==> src/udcc_pkg.sv <==
// constants and types for the usb device core control block
package udcc_pkg;
  localparam int ADDR_W = 4;
  localparam logic [3:0] ADDR_GENCTRL = 4'h0;
  localparam logic [3:0] ADDR_DMACTRL = 4'h1;
  localparam logic [3:0] ADDR_PTR_LO = 4'h2;
  localparam logic [3:0] ADDR_PTR_HI = 4'h3;
  localparam logic [3:0] ADDR_SPEED = 4'h4;
  localparam logic [3:0] ADDR_GENFLAG = 4'h5;
  localparam logic [3:0] ADDR_GENMASK = 4'h6;
  localparam logic [3:0] ADDR_EP_SEL = 4'h7;
  localparam logic [3:0] ADDR_EP_FLAG = 4'h8;
  localparam logic [3:0] ADDR_EP_MASK = 4'h9;
  localparam logic [3:0] ADDR_EP_SUM = 4'hA;
  localparam logic [3:0] ADDR_STATUS = 4'hB;
  localparam logic [3:0] ADDR_MEM_DATA = 4'hC;
  localparam int BIT_ENABLE = 7;
  localparam int BIT_FREEZE = 5;
  localparam int BIT_DMA = 7;
  localparam int PTR_W = 11;
  localparam int MEM_BYTES = 176;
  localparam int EP_MAX_BYTES = 64;
  localparam int NUM_EP = 5;
  localparam int EP_SRC = 8;
  localparam int GEN_BIT_WAKE = 0;
  localparam int GEN_BIT_EOR = 1;
  localparam int GEN_BIT_SOF = 2;
  localparam int REF_CLK_HZ = 48000000;
  localparam int BIT_CLK_HZ = 12000000;
  localparam int DPLL_DIV = REF_CLK_HZ / BIT_CLK_HZ;
  localparam logic [7:0] GENCTRL_RST = 8'h20;
  typedef enum logic [1:0] {
    UDCC_RESET = 2'b00,
    UDCC_DEVICE = 2'b01,
    UDCC_BUSRST = 2'b11
  } udcc_state_t;
endpackage

==> src/udcc_top.sv <==
// usb device core control: enable, freeze, resets, interrupts, dpll
`timescale 1ns/100ps
`default_nettype none
// How it works
// - chip reset leaves controller disabled and in its reset state
// - end of bus reset, when selected, resets logic but keeps enable
// - reset state freezes the controller clock; freeze bit reads one
// - reset state: disabled, bus suspended, device state machine initial
// - memory access bit and 11-bit pointer writable in reset; memory kept
// - speed configuration stays writable in reset state
// - setting enable leaves reset state for device operating state
// - clearing enable at any time resets state machine, endpoint flags, banks and dpll, and freezes clock; general flags and all masks kept
// - two interrupt outputs: general bus events and endpoint events
// - events other than wake-up detected only while clock not frozen
// - wake-up flagged on every data line change even when frozen
// - each endpoint has eight sources, each with flag and enable
// - any enabled endpoint source requests the endpoint interrupt
// - readable per-endpoint summary; flags stay readable for polling
// - logic runs from 48 MHz reference fed from crystal input
// - dpll recovers 12 MHz bit clock from data, times transmit
// - two banks alternate per endpoint without software help
// - endpoint memory 176 bytes, five endpoints of at most 64 bytes
// - enable is bit 7 of general control; clear disables transceiver
// - freeze is bit 5 of general control; gates clocks, keeps resume
module udcc_top #(
  parameter int NUM_EP = udcc_pkg::NUM_EP,
  parameter int MEM_BYTES = udcc_pkg::MEM_BYTES
) (
  input wire logic CLOCK,
  input wire logic RESET,
  input wire logic [3:0] ADDR,
  input wire logic [7:0] WDATA,
  input wire logic WR,
  input wire logic RD,
  output logic [7:0] RDATA,
  input wire logic DP_IN,
  input wire logic DM_IN,
  input wire logic BUS_RESET_END,
  input wire logic EOR_RESET_SEL,
  input wire logic SOF_EVENT,
  input wire logic [NUM_EP-1:0] EP_BANK_DONE,
  input wire logic [NUM_EP*8-1:0] EP_EVENT,
  output logic GEN_IRQ,
  output logic EP_IRQ,
  output logic XCVR_ON,
  output logic CORE_CLK_EN,
  output logic SUSPENDED,
  output logic BIT_STROBE,
  output logic [NUM_EP-1:0] EP_BANK
);
  logic en_q, frz_q, dma_q;
  logic [10:0] ptr_q;
  logic [7:0] spd_q;
  logic [7:0] gflag_q, gmask_q;
  logic [2:0] epsel_q;
  logic [7:0] epflag_q [NUM_EP];
  logic [7:0] epmask_q [NUM_EP];
  logic [NUM_EP-1:0] epsum;
  logic [NUM_EP-1:0] bank_q;
  logic [7:0] mem_q [MEM_BYTES];
  logic [7:0] rdata_q;
  udcc_pkg::udcc_state_t st_q;
  logic dp_s1, dp_s2, dm_s1, dm_s2, dp_p, dm_p;
  logic eor_s1, eor_s2, eor_p, sof_s1, sof_s2;
  logic [NUM_EP*8-1:0] ev_s1, ev_s2;
  logic [NUM_EP-1:0] bk_s1, bk_s2;
  logic run, blk_rst, wr_gen;
  logic [1:0] dpll_q;
  logic bit_q;

  // pin synchronisers
  always_ff @(posedge CLOCK) begin
    dp_s1 <= DP_IN;
    dp_s2 <= dp_s1;
    dm_s1 <= DM_IN;
    dm_s2 <= dm_s1;
    eor_s1 <= BUS_RESET_END;
    eor_s2 <= eor_s1;
    sof_s1 <= SOF_EVENT;
    sof_s2 <= sof_s1;
    ev_s1 <= EP_EVENT;
    ev_s2 <= ev_s1;
    bk_s1 <= EP_BANK_DONE;
    bk_s2 <= bk_s1;
    dp_p <= dp_s2;
    dm_p <= dm_s2;
    eor_p <= eor_s2;
  end

  assign wr_gen = WR && ADDR == udcc_pkg::ADDR_GENCTRL;
  // controller runs only when enabled and not frozen
  assign run = en_q && !frz_q;
  // bus end-of-reset pulse resets logic when selected
  assign blk_rst = !en_q || (EOR_RESET_SEL && eor_s2 && !eor_p);

  // general control: enable and freeze
  always_ff @(posedge CLOCK) begin
    if (RESET) begin
      en_q <= 1'b0;
      frz_q <= 1'b1;
    end else if (wr_gen) begin
      en_q <= WDATA[udcc_pkg::BIT_ENABLE];
      frz_q <= WDATA[udcc_pkg::BIT_FREEZE] || !WDATA[udcc_pkg::BIT_ENABLE];
    end
  end

  // device state machine
  always_ff @(posedge CLOCK) begin
    if (RESET) begin
      st_q <= udcc_pkg::UDCC_RESET;
    end else if (!en_q) begin
      st_q <= udcc_pkg::UDCC_RESET;
    end else begin
      case (st_q)
        udcc_pkg::UDCC_RESET: st_q <= udcc_pkg::UDCC_DEVICE;
        udcc_pkg::UDCC_DEVICE: begin
          if (blk_rst) begin
            st_q <= udcc_pkg::UDCC_BUSRST;
          end
        end
        udcc_pkg::UDCC_BUSRST: st_q <= udcc_pkg::UDCC_DEVICE;
        default: st_q <= udcc_pkg::UDCC_RESET;
      endcase
    end
  end

  // memory access and speed config, writable even in reset state
  always_ff @(posedge CLOCK) begin
    if (RESET) begin
      dma_q <= 1'b0;
      ptr_q <= 11'h000;
      spd_q <= 8'h00;
    end else if (WR) begin
      case (ADDR)
        udcc_pkg::ADDR_DMACTRL: dma_q <= WDATA[udcc_pkg::BIT_DMA];
        udcc_pkg::ADDR_PTR_LO: ptr_q[7:0] <= WDATA;
        udcc_pkg::ADDR_PTR_HI: ptr_q[10:8] <= WDATA[2:0];
        udcc_pkg::ADDR_SPEED: spd_q <= WDATA;
        udcc_pkg::ADDR_MEM_DATA: begin
          if (dma_q) begin
            ptr_q <= ptr_q + 11'h001;
          end
        end
        default: ;
      endcase
    end else if (RD && ADDR == udcc_pkg::ADDR_MEM_DATA && dma_q) begin
      ptr_q <= ptr_q + 11'h001;
    end
  end

  // endpoint memory never cleared by any reset
  always_ff @(posedge CLOCK) begin
    if (WR && ADDR == udcc_pkg::ADDR_MEM_DATA && dma_q && ptr_q < 11'(MEM_BYTES)) begin
      mem_q[ptr_q[7:0]] <= WDATA;
    end
  end

  // general event flags; write one to clear, set wins
  always_ff @(posedge CLOCK) begin
    if (RESET) begin
      gflag_q <= 8'h00;
      gmask_q <= 8'h00;
    end else begin
      for (int i = 0; i < 8; i++) begin
        if ((i == udcc_pkg::GEN_BIT_WAKE && ((dp_s2 ^ dp_p) || (dm_s2 ^ dm_p))) ||
            (i == udcc_pkg::GEN_BIT_EOR && run && eor_s2 && !eor_p) ||
            (i == udcc_pkg::GEN_BIT_SOF && run && sof_s2)) begin
          gflag_q[i] <= 1'b1;
        end else if (WR && ADDR == udcc_pkg::ADDR_GENFLAG && WDATA[i]) begin
          gflag_q[i] <= 1'b0;
        end
      end
      if (WR && ADDR == udcc_pkg::ADDR_GENMASK) begin
        gmask_q <= WDATA;
      end
    end
  end

  // endpoint flags and enables
  always_ff @(posedge CLOCK) begin
    if (RESET) begin
      epsel_q <= 3'h0;
      for (int e = 0; e < NUM_EP; e++) begin
        epflag_q[e] <= 8'h00;
        epmask_q[e] <= 8'h00;
      end
    end else begin
      if (WR && ADDR == udcc_pkg::ADDR_EP_SEL) begin
        epsel_q <= WDATA[2:0];
      end
      for (int e = 0; e < NUM_EP; e++) begin
        for (int b = 0; b < 8; b++) begin
          if (blk_rst) begin
            epflag_q[e][b] <= 1'b0;
          end else if (run && ev_s2[e*8+b]) begin
            epflag_q[e][b] <= 1'b1;
          end else if (WR && ADDR == udcc_pkg::ADDR_EP_FLAG && 3'(e) == epsel_q && WDATA[b]) begin
            epflag_q[e][b] <= 1'b0;
          end
        end
        if (WR && ADDR == udcc_pkg::ADDR_EP_MASK && 3'(e) == epsel_q) begin
          epmask_q[e] <= WDATA;
        end
      end
    end
  end

  always_comb begin
    for (int e = 0; e < NUM_EP; e++) begin
      epsum[e] = |(epflag_q[e] & epmask_q[e]);
    end
  end

  // ping-pong bank toggles on each completed bank
  always_ff @(posedge CLOCK) begin
    if (RESET || blk_rst) begin
      bank_q <= '0;
    end else if (run) begin
      bank_q <= bank_q ^ bk_s2;
    end
  end

  // dpll: resync a divide-by-four phase on every dp transition
  always_ff @(posedge CLOCK) begin
    if (RESET || !run) begin
      dpll_q <= 2'h0;
      bit_q <= 1'b0;
    end else begin
      if (dp_s2 ^ dp_p) begin
        dpll_q <= 2'h0;
      end else begin
        dpll_q <= dpll_q + 2'h1;
      end
      bit_q <= dpll_q == 2'(udcc_pkg::DPLL_DIV / 2 - 1);
    end
  end

  // read port, data one cycle after strobe
  always_ff @(posedge CLOCK) begin
    if (RESET) begin
      rdata_q <= 8'h00;
    end else if (RD) begin
      case (ADDR)
        udcc_pkg::ADDR_GENCTRL: rdata_q <= {en_q, 1'b0, frz_q, 5'h00};
        udcc_pkg::ADDR_DMACTRL: rdata_q <= {dma_q, 7'h00};
        udcc_pkg::ADDR_PTR_LO: rdata_q <= ptr_q[7:0];
        udcc_pkg::ADDR_PTR_HI: rdata_q <= {5'h00, ptr_q[10:8]};
        udcc_pkg::ADDR_SPEED: rdata_q <= spd_q;
        udcc_pkg::ADDR_GENFLAG: rdata_q <= gflag_q;
        udcc_pkg::ADDR_GENMASK: rdata_q <= gmask_q;
        udcc_pkg::ADDR_EP_SEL: rdata_q <= {5'h00, epsel_q};
        udcc_pkg::ADDR_EP_FLAG: rdata_q <= epsel_q < 3'(NUM_EP) ? epflag_q[epsel_q] : 8'h00;
        udcc_pkg::ADDR_EP_MASK: rdata_q <= epsel_q < 3'(NUM_EP) ? epmask_q[epsel_q] : 8'h00;
        udcc_pkg::ADDR_EP_SUM: rdata_q <= 8'(epsum);
        udcc_pkg::ADDR_STATUS: rdata_q <= {4'h0, dp_s2, dm_s2, st_q};
        udcc_pkg::ADDR_MEM_DATA: rdata_q <= (dma_q && ptr_q < 11'(MEM_BYTES)) ? mem_q[ptr_q[7:0]] : 8'h00;
        default: rdata_q <= 8'h00;
      endcase
    end
  end
  assign RDATA = rdata_q;

  // registered outputs
  always_ff @(posedge CLOCK) begin
    if (RESET) begin
      GEN_IRQ <= 1'b0;
      EP_IRQ <= 1'b0;
      XCVR_ON <= 1'b0;
      CORE_CLK_EN <= 1'b0;
      SUSPENDED <= 1'b1;
      BIT_STROBE <= 1'b0;
      EP_BANK <= '0;
    end else begin
      GEN_IRQ <= |(gflag_q & gmask_q);
      EP_IRQ <= |epsum;
      XCVR_ON <= en_q;
      CORE_CLK_EN <= run;
      SUSPENDED <= !en_q;
      BIT_STROBE <= bit_q;
      EP_BANK <= bank_q;
    end
  end
endmodule
`default_nettype wire

==> config.mk <==
export PLATFORM = sky130hd
export DESIGN_NAME = udcc_top
export DESIGN_NICKNAME = d
export VERILOG_FILES = /design/src/udcc_pkg.sv /design/src/udcc_top.sv
export SDC_FILE = /design/constraint.sdc
export NUM_CORES = 2
export LEC_CHECK = 0
export BUFFER_PORTS_ARGS = -buffer_cell sky130_fd_sc_hd__buf_2
export CAP_MARGIN = 5
export CORE_UTILIZATION = 54
export DETAILED_ROUTE_END_ITERATION = 8
export PLACE_DENSITY = 0.67
export SLEW_MARGIN = 15
export SYNTH_ARGS = -nofsm -noshare
export SYNTH_HDL_FRONTEND = slang
export SYNTH_SLANG_ARGS = --single-unit
export TNS_END_PERCENT = 10
==> constraint.sdc <==
create_clock -name CLOCK -period 4.3 [get_ports CLOCK]
set_input_delay 0.86 -clock CLOCK [delete_from_list [all_inputs] [get_ports CLOCK]]
set_output_delay 0.86 -clock CLOCK [all_outputs]
set_load 0.01 [all_outputs]
==> metrics.txt <==
DP HPWL 104900 um; final core area utilization 61.30%; worst-case clock buffer depth 3; Crit Path Class reg -> reg; router iterations before antenna repair 8; Post-CTS Hold Fix Bufs 0; CP max-delay cell nand2_1; area fraction in and, or, nand and nor cells after synthesis 4.474%; complex-gate fraction of the synthesized area 4.381%; Tightest Pin Transition 1.291 ns; area leader, netlist edfxtp_1; fin. max-slew vios 0; Setup Fix Bufs, Post-CTS 0; antenna-violating nets left 0; Post-Syn Instances 3393; PortBufs 84; total gr overflow 0; cell count after placement 4971; Final Cell Area 0.07238 mm^2; Root Driver clkbuf_16; Overall Power 32.50 mW; Synth Area in Adders 0.09736%; critical path's top delay family simple AND/OR/NAND/NOR gates; Ys Warns 0; Clk pin slew, worst setup/hold paths 0.06 ns; Chip Height 347.0 um; Yosys cell types 75; diodes inserted 0; WL/cell 32.06 um; Synth Flop Type edfxtp_1; Relative slew margins 11.70%; crit-path max cell delay 0.87 ns; crit end category register; Non-Filler Instances 5263; drt drc 0; maximum vdd drop 0.4460 mV; average size of a mapped cell 18.94 um^2; max cap viols 0; P per Cell Area 449.1 mW/mm^2; worst hold margin 0.1788 ns; Max Clock Freq 0.2538 GHz; largest net degree at the start of global routing 115; drt via density 6.616; Final Hold Viols 0; initial DRC count 5062; layout cells sized above 1 23.02%; first-pass GRT wire length 243800 um; initial antenna violation count 3; nets 3667; Setup Skew 0.02464 ns; post-CTS sizing 0; setup violators final 0; CP most frequent cell nand2_1; vias 34.82k; row count 126; top-area cell type share of the netlist area 69.54%; Crit path required time 4.71 ns; Final Worst Setup Slack 0.3593 ns; Final min period 3.941 ns; CP arrival 4.35 ns; Max H-tree Level 4; number of enable flip-flop cells after synthesis 1488; Tot GR Track Use 28.23%; CP Cell Sequence a21o_1 > nand2_1 > nand3_1 > nor3b_1 > nand2_1 > nor2_1; CTS tree yes; outcome finished clean; die area 0.1204 mm^2; Max FO, Critical Path 16; mux share of post-synthesis cell area 14.02%; Routed Wire Length 168800 um; leakage power 22.91 nW; fin crit share 91.64%; largest family of logic cells by synthesized area multiplexers; gpl congestion 0.9369; vias in the first global route 34.44k; pre-CTS setup slack -0.2705 ns; dominant cells by area after synthesis edfxtp_1, mux4_2, dfxtp_1; synth cell count leaders edfxtp_1, mux4_2, nor2_1; die width 347.0 um; synthesized flop and latch total 1665; final setup TNS 0 ns; Crit path buffers/inverters 0; Placed Instance Area 0.06711 mm^2; CP startpoint kind register; CTS Buf Count 159; RSZ-0062 raised after global routing no; most frequent cell after synthesis edfxtp_1; Worst-Skew Late Latency 0.77 ns; Sink Count 1665; synthesized cell area 0.06426 mm^2; sequential fraction of the synthesis area 75.05%; syn_nets 3464; Placeable Area 0.1181 mm^2; hold crit path type in -> reg; IO Count 85; area grow syn2layout 12.64%; Synth Area in XOR/XNOR 0.09541%; Initial Util 54.42%; asr flop ratio synth 0%
[power by group]
group          total (mW)  switching, mW  internal (mW)
Combinational       0.751          0.540          0.211
Clock                14.1           6.00           8.05
Sequential           17.7         0.0438           17.7
[final cells by class]
type                            count  area [um^2]
Tap cell                         1536         1922
Inverter                           15        56.30
Clock inverter                     94        959.7
Clock buffer                      198         4303
Fill cell                        8058        45700
Multi-Input combinational cell   1497        14860
Sequential cell                  1665        48240
Timing Repair Buffer              258         2039
[path summary, 6_finish.rpt]
check,slack (ns),cells past startpoint,start,end
max,0.36,6,ptr_q[6],mem_q[84][7]
max reg2reg,0.36,6,ptr_q[6],mem_q[84][7]
min,0.18,1,EP_EVENT[3],ev_s1[3]
min reg2reg,0.32,0,dp_s1,dp_s2
[cell usage in the layout (no fill, tap or decap), types with 17 or more instances in the layout]
cell type	Yosys	final
edfxtp_1	1488	1488
mux4_2	340	340
nor2_1	248	246
dfxtp_1	177	172
nand2_1	168	168
clkbuf_16	0	165
buf_4	17	153
mux2i_1	107	107
a22oi_1	78	78
buf_2	38	76
a21oi_1	72	71
and3_1	48	48
o21ai_0	44	44
nand3_1	42	40
a211o_1	32	32
nor2b_1	32	29
clkinv_1	1	29
clkbuf_1	118	28
clkinv_2	0	25
o221ai_1	23	23
o22ai_1	22	22
buf_12	4	21
nor3_1	18	18
a31oi_1	18	18
and2_1	17	17
[state kept, by name (all words and copies together) (netlist names), 2 cells and up, named ones only]
signal    cells
epflag_q     40
spd_q         8
RDATA         8
epsel_q       3
gmask_q       8
gflag_q       3
dpll_q        2
EP_BANK       5
bk_s1         5
bk_s2         5
ev_s2        40
epmask_q     40
ev_s1        40
mem_q      1408
ptr_q        11
bank_q        5
st_q          2
[logic make-up (layout without fill, tap and decap cells)]
| group | Yosys count | count (layout) |
|---|---|---|
| flops | 1665 | 1665 |
| fa+ha+maj | 5 | 5 |
| simple gates | 631 | 631 |
| xor+xnor | 7 | 7 |
| mux | 460 | 460 |
| buf+inv | 231 | 565 |
| compound gates | 394 | 394 |
[routing by layer]
metal  track usage (%)  routed length (um)
met1             40.42               65500
met5                 0                  25
met3             7.018               19460
met2             42.77               78150
met4             9.500                5626
Note: power is estimated with default switching activity, not from simulation.
